### config.mk
export PLATFORM = sky130hd
export DESIGN_NAME = hbc_regs
export DESIGN_NICKNAME = d
export VERILOG_FILES = /design/src/core/hbc_pkg.sv /design/src/core/hbc_olp_if.sv /design/src/core/hbc_olp.sv /design/src/core/hbc_regs.sv
export VERILOG_INCLUDE_DIRS = /design/src /design/src/core
export SDC_FILE = /design/constraint.sdc
export NUM_CORES = 1
export LEC_CHECK = 0
export BUFFER_PORTS_ARGS = -buffer_cell sky130_fd_sc_hd__buf_4
export CAP_MARGIN = 10
export CORE_MARGIN = 1.5
export CORE_UTILIZATION = 40
export CTS_BUF_LIST = sky130_fd_sc_hd__clkbuf_16
export DETAILED_ROUTE_END_ITERATION = 16
export HOLD_SLACK_MARGIN = 0.1
export SYNTH_ARGS = -nofsm -noshare
export SYNTH_HDL_FRONTEND = slang
export SYNTH_HIERARCHICAL = 1
export SYNTH_SLANG_ARGS = --single-unit
### constraint.sdc
create_clock -name clk -period 5.6 [get_ports clk]
set_clock_uncertainty 0.05 [all_clocks]
set_input_delay 1.12 -clock clk [delete_from_list [all_inputs] [get_ports clk]]
set_output_delay 1.12 -clock clk [all_outputs]
set_load 0.02 [all_outputs]
### src/core/hbc_params.svh
`ifndef HBC_PARAMS_SVH
`define HBC_PARAMS_SVH
// Behaviour
// - regulation reporting set: regulation events drive fault pin and global fault bit
// - thermal policy 0 latches overtemperature fault, 1 recovers when condition ends
// - warning reporting set: thermal warning drives fault pin and global fault bit
// - charge-pump undervoltage disable set suppresses that fault completely
// - retry field picks wait 0.5, 1, 2 or 4 ms; resets to 11
// - overcurrent policy: latched, auto retry, report only, or ignore
// - host writes 1 to fault clear; device clears latched overtemperature and overcurrent bits
// - fault clear bit drops to 0 by itself, never reads back 1
// - lock code 011 freezes first control register; lock and clear stay writable
// - lock code 100 unlocks; it is also the reset value
// - independent mode: output one disable puts half bridge 1 in high impedance
// - independent mode: output two disable puts half bridge 2 in high impedance
// - serial control selected: input one bit replaces first logic pin
// - serial control selected: input two bit replaces second logic pin
// - standby open-load start runs diagnostic, bit returns to 0 when complete
// - open-load delay bit selects 300 us or 1.2 ms
// - active open-load enable bit turns active-mode diagnostics on, reset off
// - trip level field selects 4, 5.4, 6.5 or 7 A; resets to 10
// - regulation disable field gates regulation per output
// - input-source bit: 0 follows logic pins, 1 follows serial input bits
// - read-only global fault bit mirrors the fault pin
// - mode field: phase/enable, PWM, independent, or inputs off with high impedance
`define HBC_ADDR_FAULT 6'h00
`define HBC_ADDR_DIAG 6'h01
`define HBC_ADDR_IC1 6'h02
`define HBC_ADDR_IC2 6'h03
`define HBC_ADDR_IC3 6'h04
`define HBC_ADDR_IC4 6'h05
`define HBC_IC1_RESET 8'h50
`define HBC_IC2_RESET 8'h0C
`define HBC_IC3_RESET 8'h40
`define HBC_IC4_RESET 8'h08
`define HBC_IC1_SPI_IN 5
`define HBC_IC2_REG_REP 7
`define HBC_IC2_TSD_POL 6
`define HBC_IC2_WARN_REP 5
`define HBC_IC2_CPUV_DIS 4
`define HBC_IC3_CLR 7
`define HBC_IC3_HB1_OFF 3
`define HBC_IC3_HB2_OFF 2
`define HBC_IC3_IN1 1
`define HBC_IC3_IN2 0
`define HBC_IC4_OLP_START 6
`define HBC_IC4_OLP_LONG 5
`define HBC_IC4_OLA_EN 4
`define HBC_LOCK_CODE 3'h3
`define HBC_UNLOCK_CODE 3'h4
`define HBC_CLK_PERIOD_NS 10
`define HBC_OCP_RETRY_MIN_MS 0.5
`define HBC_OLP_SHORT_US 300
`define HBC_OLP_LONG_MS 1.2
`define HBC_TMR_W 20
`endif

### src/core/hbc_pkg.sv
package hbc_pkg;
    typedef enum logic [1:0] {
        HBC_MODE_PH_EN = 2'h0,
        HBC_MODE_PWM   = 2'h1,
        HBC_MODE_INDEP = 2'h2,
        HBC_MODE_OFF   = 2'h3
    } hbc_mode_t;
    typedef enum logic [1:0] {
        HBC_OCP_LATCH  = 2'h0,
        HBC_OCP_RETRY  = 2'h1,
        HBC_OCP_REPORT = 2'h2,
        HBC_OCP_IGNORE = 2'h3
    } hbc_ocp_t;
    typedef enum logic [1:0] {
        HBC_OLP_IDLE = 2'h0,
        HBC_OLP_WAIT = 2'h1,
        HBC_OLP_DONE = 2'h3
    } hbc_olp_state_t;
    typedef struct packed {
        hbc_olp_state_t  state;
        logic [19:0]     cnt;
    } hbc_olp_st_t;
    typedef struct packed {
        logic [7:0]  ic1;
        logic [7:0]  ic2;
        logic [7:0]  ic3;
        logic [7:0]  ic4;
        logic        tsd;
        logic        ocp;
        logic        cpuv;
        logic        warn;
        logic [1:0]  reg_evt;
        logic [19:0] retry_cnt;
        logic [1:0]  pin_meta;
        logic [1:0]  pin_sync;
        logic [7:0]  rdata;
        logic        rvalid;
        logic        fault_n;
        logic        drv1;
        logic        drv2;
        logic        hiz1;
        logic        hiz2;
        logic        olp_start;
    } hbc_st_t;
endpackage

### src/core/hbc_olp_if.sv
`timescale 1ns/1ps
`default_nettype none
interface hbc_olp_if;
    logic start;
    logic long_dly;
    logic busy;
    logic done;
    modport ctl (output start, output long_dly, input busy, input done);
    modport tmr (input start, input long_dly, output busy, output done);
endinterface
`default_nettype wire

### src/core/hbc_olp.sv
`timescale 1ns/1ps
`default_nettype none
`include "hbc_params.svh"
module hbc_olp #(
    parameter int SHORT_CYC = 30000,
    parameter int LONG_CYC  = 120000
) (
    input  wire logic clk,
    input  wire logic srst,
    hbc_olp_if.tmr    olp
);
    initial begin
        if (SHORT_CYC < 1 || LONG_CYC >= (1 << `HBC_TMR_W) || SHORT_CYC >= (1 << `HBC_TMR_W))
            $error("open-load delay out of range");
    end
    hbc_pkg::hbc_olp_st_t st_reg;
    hbc_pkg::hbc_olp_st_t st_next;
    always_comb begin
        st_next = st_reg;
        unique case (st_reg.state)
            hbc_pkg::HBC_OLP_IDLE: begin
                if (olp.start) begin
                    st_next.state = hbc_pkg::HBC_OLP_WAIT;
                    // delay by selection
                    st_next.cnt = olp.long_dly ? 20'(LONG_CYC - 1) : 20'(SHORT_CYC - 1);
                end
            end
            hbc_pkg::HBC_OLP_WAIT: begin
                if (st_reg.cnt == 20'h0) begin
                    st_next.state = hbc_pkg::HBC_OLP_DONE;
                end else begin
                    st_next.cnt = st_reg.cnt - 20'h1;
                end
            end
            hbc_pkg::HBC_OLP_DONE: st_next.state = hbc_pkg::HBC_OLP_IDLE;
            default: st_next.state = hbc_pkg::HBC_OLP_IDLE;
        endcase
    end
    always_ff @(posedge clk) begin
        if (srst) begin
            st_reg <= '0;
        end else begin
            st_reg <= st_next;
        end
    end
    assign olp.busy = st_reg.state == hbc_pkg::HBC_OLP_WAIT;
    assign olp.done = st_reg.state == hbc_pkg::HBC_OLP_DONE;
endmodule
`default_nettype wire

### src/core/hbc_regs.sv
`timescale 1ns/1ps
`default_nettype none
`include "hbc_params.svh"
module hbc_regs #(
    parameter int RETRY_BASE_CYC = int'(`HBC_OCP_RETRY_MIN_MS * 1.0e6 / `HBC_CLK_PERIOD_NS),
    parameter int OLP_SHORT_CYC  = int'(`HBC_OLP_SHORT_US * 1.0e3 / `HBC_CLK_PERIOD_NS),
    parameter int OLP_LONG_CYC   = int'(`HBC_OLP_LONG_MS * 1.0e6 / `HBC_CLK_PERIOD_NS)
) (
    input  wire logic       clk,
    input  wire logic       srst,
    input  wire logic       in1_pin,
    input  wire logic       in2_pin,
    input  wire logic       reg_wr,
    input  wire logic       reg_rd,
    input  wire logic [5:0] reg_addr,
    input  wire logic [7:0] reg_wdata,
    input  wire logic       overtemp,
    input  wire logic       thermal_warning,
    input  wire logic       cpuv_detect,
    input  wire logic       overcurrent,
    input  wire logic [1:0] current_regulation_event,
    output logic [7:0]      reg_rdata,
    output logic            reg_rvalid,
    output logic            fault_output_pin_n,
    output logic            bridge_in1,
    output logic            bridge_in2,
    output logic            output_one_hiz,
    output logic            output_two_hiz,
    output logic [1:0]      bridge_mode,
    output logic [1:0]      regulation_trip_level,
    output logic [1:0]      regulation_disable,
    output logic            active_open_load_enable,
    output logic            open_load_running
);
    initial begin
        if (RETRY_BASE_CYC < 1 || RETRY_BASE_CYC * 8 >= (1 << `HBC_TMR_W))
            $error("retry base out of range");
    end

    hbc_pkg::hbc_st_t st_reg;
    hbc_pkg::hbc_st_t st_next;
    hbc_olp_if        olp ();

    hbc_olp #(
        .SHORT_CYC (OLP_SHORT_CYC),
        .LONG_CYC  (OLP_LONG_CYC)
    ) u_olp (
        .clk  (clk),
        .srst (srst),
        .olp  (olp.tmr)
    );

    function automatic logic [19:0] retry_cycles(input logic [1:0] code);
        retry_cycles = 20'(RETRY_BASE_CYC << code);
    endfunction

    function automatic logic hit(input logic [5:0] a);
        hit = reg_addr == a;
    endfunction

    logic wr_ic3;
    logic clr;
    logic locked;
    logic ocp_act;
    logic [1:0] ocp_pol;
    logic [2:0] lock_code;
    logic [1:0] src;
    logic fault_any;
    hbc_pkg::hbc_mode_t mode;

    assign olp.start    = st_reg.olp_start;
    assign olp.long_dly = st_reg.ic4[`HBC_IC4_OLP_LONG];

    always_comb begin
        st_next   = st_reg;
        wr_ic3    = reg_wr && hit(`HBC_ADDR_IC3);
        clr       = wr_ic3 && reg_wdata[`HBC_IC3_CLR];
        locked    = st_reg.ic3[6:4] == `HBC_LOCK_CODE;
        ocp_pol   = st_reg.ic2[1:0];
        lock_code = reg_wdata[6:4];
        mode      = hbc_pkg::hbc_mode_t'(st_reg.ic1[1:0]);
        // input pins, two-flop sync
        st_next.pin_meta = {in1_pin, in2_pin};
        st_next.pin_sync = st_reg.pin_meta;
        // register writes
        if (reg_wr && hit(`HBC_ADDR_IC1) && !locked) begin
            st_next.ic1 = reg_wdata;
        end
        if (reg_wr && hit(`HBC_ADDR_IC2)) begin
            st_next.ic2 = reg_wdata;
        end
        if (wr_ic3) begin
            st_next.ic3[3:0] = reg_wdata[3:0];
            if (lock_code == `HBC_LOCK_CODE || lock_code == `HBC_UNLOCK_CODE) begin
                st_next.ic3[6:4] = lock_code;
            end
        end
        st_next.ic3[`HBC_IC3_CLR] = 1'b0;
        st_next.olp_start = 1'b0;
        if (reg_wr && hit(`HBC_ADDR_IC4)) begin
            st_next.ic4 = reg_wdata;
            // a running diagnostic keeps its start bit
            st_next.ic4[`HBC_IC4_OLP_START] = st_reg.ic4[`HBC_IC4_OLP_START]
                || reg_wdata[`HBC_IC4_OLP_START];
            st_next.olp_start = reg_wdata[`HBC_IC4_OLP_START] && !st_reg.ic4[`HBC_IC4_OLP_START];
        end
        if (olp.done) begin
            st_next.ic4[`HBC_IC4_OLP_START] = 1'b0;
        end
        // overtemperature
        if (st_reg.ic2[`HBC_IC2_TSD_POL]) begin
            st_next.tsd = overtemp;
        end else begin
            st_next.tsd = overtemp || (st_reg.tsd && !clr);
        end
        st_next.cpuv  = cpuv_detect && !st_reg.ic2[`HBC_IC2_CPUV_DIS];
        st_next.warn    = thermal_warning;
        // disable bit 0 gates output one, event bit 1 is output one
        st_next.reg_evt = current_regulation_event & ~{st_reg.ic4[0], st_reg.ic4[1]};
        // overcurrent
        if (st_reg.retry_cnt != 20'h0) begin
            st_next.retry_cnt = st_reg.retry_cnt - 20'h1;
        end
        if (overcurrent && ocp_pol != hbc_pkg::HBC_OCP_IGNORE) begin
            st_next.ocp = 1'b1;
            if (ocp_pol == hbc_pkg::HBC_OCP_RETRY) begin
                st_next.retry_cnt = retry_cycles(st_reg.ic2[3:2]);
            end
        end else if (clr || ocp_pol == hbc_pkg::HBC_OCP_IGNORE) begin
            st_next.ocp = 1'b0;
            st_next.retry_cnt = 20'h0;
        end else if (ocp_pol == hbc_pkg::HBC_OCP_RETRY && st_reg.ocp && st_reg.retry_cnt == 20'h1) begin
            st_next.ocp = 1'b0;
        end
        ocp_act = st_next.ocp && (ocp_pol == hbc_pkg::HBC_OCP_LATCH || ocp_pol == hbc_pkg::HBC_OCP_RETRY);
        fault_any = st_next.tsd || st_next.ocp || st_next.cpuv
            || (st_next.warn && st_next.ic2[`HBC_IC2_WARN_REP])
            || ((|st_next.reg_evt) && st_next.ic2[`HBC_IC2_REG_REP]);
        st_next.fault_n = !fault_any;
        // bridge control
        src = st_reg.ic1[`HBC_IC1_SPI_IN] ? st_reg.ic3[1:0] : st_reg.pin_sync;
        st_next.drv1 = src[1];
        st_next.drv2 = src[0];
        st_next.hiz1 = mode == hbc_pkg::HBC_MODE_OFF
            || (mode == hbc_pkg::HBC_MODE_INDEP && st_reg.ic3[`HBC_IC3_HB1_OFF])
            || st_next.tsd || ocp_act || st_next.cpuv;
        st_next.hiz2 = mode == hbc_pkg::HBC_MODE_OFF
            || (mode == hbc_pkg::HBC_MODE_INDEP && st_reg.ic3[`HBC_IC3_HB2_OFF])
            || st_next.tsd || ocp_act || st_next.cpuv;
        // read port
        st_next.rvalid = reg_rd;
        st_next.rdata  = 8'h00;
        if (reg_rd) begin
            unique case (reg_addr)
                `HBC_ADDR_FAULT: st_next.rdata = {1'b0, !st_reg.fault_n, st_reg.warn, 1'b0,
                                                  st_reg.cpuv, st_reg.ocp, st_reg.tsd, 1'b0};
                `HBC_ADDR_DIAG:  st_next.rdata = {2'h0, st_reg.reg_evt, 4'h0};
                `HBC_ADDR_IC1:   st_next.rdata = st_reg.ic1;
                `HBC_ADDR_IC2:   st_next.rdata = st_reg.ic2;
                `HBC_ADDR_IC3:   st_next.rdata = st_reg.ic3;
                `HBC_ADDR_IC4:   st_next.rdata = st_reg.ic4;
                default:         st_next.rdata = 8'h00;
            endcase
        end
    end

    always_ff @(posedge clk) begin
        if (srst) begin
            st_reg         <= '0;
            st_reg.ic1     <= `HBC_IC1_RESET;
            st_reg.ic2     <= `HBC_IC2_RESET;
            st_reg.ic3     <= `HBC_IC3_RESET;
            st_reg.ic4     <= `HBC_IC4_RESET;
            st_reg.fault_n <= 1'b1;
        end else begin
            st_reg <= st_next;
        end
    end

    assign reg_rdata               = st_reg.rdata;
    assign reg_rvalid              = st_reg.rvalid;
    assign fault_output_pin_n      = st_reg.fault_n;
    assign bridge_in1              = st_reg.drv1;
    assign bridge_in2              = st_reg.drv2;
    assign output_one_hiz          = st_reg.hiz1;
    assign output_two_hiz          = st_reg.hiz2;
    assign bridge_mode             = st_reg.ic1[1:0];
    assign regulation_trip_level   = st_reg.ic4[3:2];
    assign regulation_disable      = st_reg.ic4[1:0];
    assign active_open_load_enable = st_reg.ic4[`HBC_IC4_OLA_EN];
    assign open_load_running       = st_reg.ic4[`HBC_IC4_OLP_START];
endmodule
`default_nettype wire

==> flow_metrics.env, run 1 <==
export IMPL_status="complete, no violations"
export IMPL_reg2reg_slack_ns=3.26
export IMPL_worstMarginPinSlew_ns=1.11
export IMPL_syn_area_mm2=0.00484
export IMPL_multi_input_comb_area_mm2=0.00257
export IMPL_grt_ovfl_total=0
export IMPL_ant_nets=0
export IMPL_mostFrequentLayoutCells="dfxtp_1, nor2_1, buf_4, o21ai_0, a21oi_1"
export IMPL_arrival_ns=3.27
export IMPL_final_max_slew_viol_count=0
export IMPL_seq_area_frac_synth=0.405
export IMPL_cts_htree_levels=3
export IMPL_worst_slack_ns=2.51
export IMPL_cts_clk_slew_worst_paths_ns=0.07
export IMPL_root_buffer="clkbuf_16"
export IMPL_cp_start_kind="primary input"
export IMPL_die_area_mm2=0.0128
export IMPL_postCtsSetupBuffers=0
export IMPL_hold_ws_ns=0.386
export IMPL_crit_required_ns=5.79
export IMPL_vdd_ir_drop_max_mv=0.310
export IMPL_grt_pass1_vias=3811
export IMPL_antenna_cells=0
export IMPL_syn2layout_area_growth_pct=11.6
export IMPL_rsz0062_at_grt="no"
export IMPL_layout_drive_gt1_share=0.139
export IMPL_die_y_um=113
export IMPL_hold_path_class="flip-flop to flip-flop"
export IMPL_routed_wl_um=11800
export IMPL_synth_top_area_share=0.405
export IMPL_fillers=1164
export IMPL_end_kind="flip-flop"
export IMPL_finalHoldViolations=0
export IMPL_post_place_ws_ns=2.15
export IMPL_final_common_cell="dfxtp_1"
export IMPL_clock_sinks=98
export IMPL_power_per_cell_area_mw_per_mm2=356
export IMPL_grt_start_max_net_pins=70
export IMPL_gp_congestion=0.876
export IMPL_ys_warn_count=6
export IMPL_grt_total_usage=0.192
export IMPL_yosys_area_top_type="dfxtp_1"
export IMPL_syn_area_per_cell_um2=8.71
export IMPL_tns_ns=0
export IMPL_start_util=0.407
export IMPL_period_share=0.551
export IMPL_synth_area_top_cells="dfxtp_1, nor2_1, mux2i_1"
export IMPL_cts_tree="done"
export IMPL_clk_path_buf_depth=2
export IMPL_synth_ff_type="dfxtp_1"
export IMPL_grt_pass1_wl_um=19500
export IMPL_vias_per_cell=5.61
export IMPL_cp_max_fo=12
export IMPL_io_pins=48
export IMPL_coreArea_mm2=0.0119
export IMPL_cts_resized=0
export IMPL_final_cells=721
export IMPL_maxSlewHeadroom=0.259
export IMPL_synth_distinct_cells=70
export IMPL_grt_antenna_before_repair=0
export IMPL_largest_register_ff_count=48
export IMPL_port_buffers=47
export IMPL_rows=40
export IMPL_postCtsHoldBufs=0
export IMPL_reg2reg_depth=5
export IMPL_min_from="st_next[16]"
export IMPL_synthesis_nets=592
export IMPL_drt_pass1_iter_count=8
export IMPL_hold_path_end="st_reg[16]"
export IMPL_dp_cells=705
export IMPL_crit_type="primary input to flip-flop"
export IMPL_routedWlPerCell_um=16.4
export IMPL_clock_latency_ns=0.35
export IMPL_synth_edf_count=0
export IMPL_drc=0
export IMPL_die_x_um=113
export IMPL_via_count=4048
export IMPL_synthArstFlopShare=0
export IMPL_cts_buffers=9
export IMPL_setup_viol=0
export IMPL_dp_hpwl_um=8520
export IMPL_nets=605
export IMPL_ff_latch_area_mm2=0.00196
export IMPL_drt_first_iter_violations=286
export IMPL_regToRegStartpoint="u_olp/st_reg[8]"
export IMPL_worst_r2r_endpoint="u_olp/st_reg[4]"
export IMPL_holdPathStages=1
export IMPL_cellLeakagePower_uw=0.00208
export IMPL_max_freq_ghz=0.324
export IMPL_ys_ff_latch=98
export IMPL_min_period_ns=3.09
export IMPL_maxCapViolations=0
export IMPL_synthCells=556
worst max path at each step:
| stage | startpoint | to | slack [ns] |
|---|---|---|---|
| 2_1_floorplan | reg_addr[3] | st_reg[73] | 2.91 |
| 3_3_place_gp | reg_addr[3] | regulation_trip_level[1] | 2.26 |
| 3_5_place_dp | reg_addr[3] | regulation_trip_level[1] | 2.15 |
| 4_1_cts | reg_addr[3] | regulation_trip_level[1] | 2.53 |
| 5_1_grt | reg_addr[3] | regulation_trip_level[1] | 2.39 |
| 6_report | reg_addr[3] | regulation_trip_level[1] | 2.51 |
power by group:
group	total, uW	switching, uW	leakage (uW)	internal [uW]
Clock	569	270	0.000123	299
Combinational	521	321	0.00116	199
Sequential	834	68.8	0.000797	766
worst max-delay path: stages:
cell	delay [ns]
buf_4	0.11
or3_1	0.43
nor2_1	0.64
and3_1	0.59
nor2b_1	0.11
a211o_1	0.28
cells in the mapped netlist, drive strengths merged, types with 9 or more instances:
library cell and n:
a21oi 29, a31oi 10, buf 26, clkbuf 21, dfxtp 98, ha 10, inv 14, mux2i 26
nand2 27, nand2b 9, nand3 14, nor2 70, nor2b 14, nor3 16, o21ai 40, xor2 17
metrics by stage:
| stage | power (uW) | utilization | cell area [um2] |
|---|---|---|---|
| 5_1_grt | 2040 | 0.454 | 5410 |
| 4_1_cts | 1930 | 0.454 | 5410 |
| 2_1_floorplan | 1250 | - | 4840 |
| 3_5_place_dp | 1360 | 0.431 | 5140 |
| 3_3_place_gp | 1340 | 0.431 | 5140 |
| 6_report | 1920 | 0.454 | 5410 |
cell type report:
type | count | share of cell area
Timing Repair Buffer | 49 | 0.0680
Tap cell | 147 | 0.0340
Inverter | 14 | 0.00972
Sequential cell | 98 | 0.363
Clock inverter | 7 | 0.00810
Multi-Input combinational cell | 397 | 0.476
Clock buffer | 9 | 0.0417
layer usage:
layer  global-route usage  vias to the layer above  part of all wire
li1                     -                     2000                 -
met1                0.269                     1937              0.48
met2                0.290                      105              0.46
met3               0.0487                        6             0.049
met4               0.0608                        0            0.0094
met5                    0                        -                 0
logic make-up after synthesis:
family | synth area share
simple gates | 0.225
compound gates | 0.180
flops | 0.405
buf+inv | 0.0641
mux | 0.0584
xor+xnor | 0.0416
fa+ha+maj | 0.0258
No activity file was read; power rests on OpenSTA's default activity.
==> run 2: changes to the inputs <==
==> constraint.sdc (replaced) <==
create_clock -name clk -period 3.2 [get_ports clk]
set_clock_uncertainty 0.05 [all_clocks]
set_input_delay 0.64 -clock clk [delete_from_list [all_inputs] [get_ports clk]]
set_output_delay 0.64 -clock clk [all_outputs]
set_load 0.02 [all_outputs]
==> run 2 against run 1 <==
Net effect:
- critical path depth is 1 lower
- non-clock buffer count is 5 higher
- global-route usage is 0.22 points higher
- register-to-register slack worse by 2.4 ns
- sequential share of layout area is 0.72 points lower
- clock-buffer cell count stayed put
- via count is 1.1% lower
- final cell count is 0.69% higher
- largest power group unchanged
- flip-flop and latch count stayed put
- worst hold slack better by 0.0031 ns
==> flow_metrics.env, run 2 (synthesized netlist as in run 1, its figures left out) <==
export IMPL_dp_hpwl_um=8430
export IMPL_die_y_um=113
export IMPL_grt_antenna_before_repair=0
export IMPL_p_sw_uw=1130
export IMPL_rsz0062_at_grt="no"
export IMPL_postCtsHoldBufs=0
export IMPL_p_seq_frac=0.406
export IMPL_drt_pass1_iter_count=4
export IMPL_cp_max_fo=15
export IMPL_clock_latency_ns=0.34
export IMPL_setup_viol=0
export IMPL_cts_buffers=9
export IMPL_layout_drive_gt1_share=0.149
export IMPL_final_max_slew_viol_count=0
export IMPL_critPathSlowestCell="or4_4"
export IMPL_status="complete, no violations"
export IMPL_end_kind="flip-flop"
export IMPL_gp_congestion=0.881
export IMPL_crit_chain="or4_4 > and4bb_4 > a41o_1 > o21ai_0 > a21oi_1"
export IMPL_intPower_uw=2460
export IMPL_routed_wl_um=11700
export IMPL_finalHoldViolations=0
export IMPL_max_freq_ghz=0.424
export IMPL_critPathTopFamily="simple AND/OR/NAND/NOR gates"
export IMPL_nets=610
export IMPL_power_uw=3590
export IMPL_arrival_ns=2.57
export IMPL_mostFrequentLayoutCells="dfxtp_1, nor2_1, buf_4, o21ai_0, a21oi_1"
export IMPL_cellLeakagePower_uw=0.00216
export IMPL_power_frac_comb=0.250
export IMPL_maxCapViolations=0
export IMPL_hold_path_class="flip-flop to flip-flop"
export IMPL_largest_register_ff_count=48
export IMPL_rows=40
export IMPL_worstMarginPinSlew_ns=1.24
export IMPL_tns_ns=0
export IMPL_grt_total_usage=0.194
export IMPL_fin_util=0.463
export IMPL_drc=0
export IMPL_die_area_mm2=0.0128
export IMPL_grt_pass1_wl_um=19600
export IMPL_ant_nets=0
export IMPL_coreArea_mm2=0.0119
export IMPL_drt_first_iter_violations=315
export IMPL_start_util=0.407
export IMPL_final_common_cell="dfxtp_1"
export IMPL_antenna_cells=0
export IMPL_vdd_ir_drop_max_mv=0.702
export IMPL_power_per_cell_area_mw_per_mm2=650
export IMPL_pwr_share_clk=0.344
export IMPL_routedWlPerCell_um=16.1
export IMPL_crit_required_ns=3.42
export IMPL_min_period_ns=2.36
export IMPL_sw_frac_of_total=0.315
export IMPL_vias_per_cell=5.51
export IMPL_clk_path_buf_depth=2
export IMPL_slowest_delay_ns=0.58
export IMPL_period_share=0.736
export IMPL_crit_type="flip-flop to flip-flop"
export IMPL_io_pins=48
export IMPL_cts_clk_slew_worst_paths_ns=0.07
export IMPL_cts_htree_levels=3
export IMPL_cts_tree="done"
export IMPL_die_x_um=113
export IMPL_maxSlewHeadroom=0.168
export IMPL_grt_ovfl_total=0
export IMPL_root_buffer="clkbuf_16"
export IMPL_grt_pass1_vias=3765
export IMPL_cp_start_kind="flip-flop"
export IMPL_postCtsSetupBuffers=0
export IMPL_port_buffers=47
export IMPL_syn2layout_area_growth_pct=13.9
export IMPL_clock_sinks=98
export IMPL_via_count=4003
export IMPL_grt_start_max_net_pins=45
export IMPL_crit_buf_inv=0
export IMPL_cts_resized=0
run 2: changes by cell type in the layout (fill, tap and decap cells not counted):
cell and change:
buf_4 +5, bufinv_16 +3, clkinvlp_4 -3, clkinv_1 -2, clkinv_4 +1, inv_1 +1
run 2: area by class of cell:
type                    count  area, um2
flip-flops and latches     98       1960
clock inverters             7        116
multi-input cells         397       2570
clock buffers               9        225
inverters                  14       52.6
repair buffers             54        405
fillers                  1170       6390
well taps                 147        184
run 2: worst paths after layout:
path | slack [ns] | from | end | cells past startpoint
setup / recovery | 0.84 | u_olp/st_reg[8] | u_olp/st_reg[4] | 5
hold / removal | 0.39 | st_next[15] | st_reg[15] | 1
setup reg to reg | 0.84 | u_olp/st_reg[8] | u_olp/st_reg[4] | 5
hold reg to reg | 0.39 | st_next[15] | st_reg[15] | 1
run 2: power groups by stage:
stage	clock network, uW	registers (uW)	logic (uW)
after CTS	1260	1450	890
after global placement	0	1480	869
after global routing	1310	1470	1020
after floorplan	0	1460	726
final	1230	1450	898
after detailed placement	0	1480	880
run 2: per-layer routing:
metal	part of all wire	global-route usage	wire length (um)
met5	0	0	0
met4	0.0059	0.0542	69
met3	0.049	0.0493	572
met2	0.45	0.289	5250
met1	0.50	0.278	5790
run 2: through the flow:
stage	cells	hold WS, ns	worst slack [ns]	instance area [um2]
floorplan	556	0.364	0.988	4840
global placement	710	0.373	0.601	5170
detailed placement	710	0.378	0.523	5170
CTS	726	0.394	0.868	5520
global route	726	0.412	0.660	5520
finish	726	0.389	0.844	5520
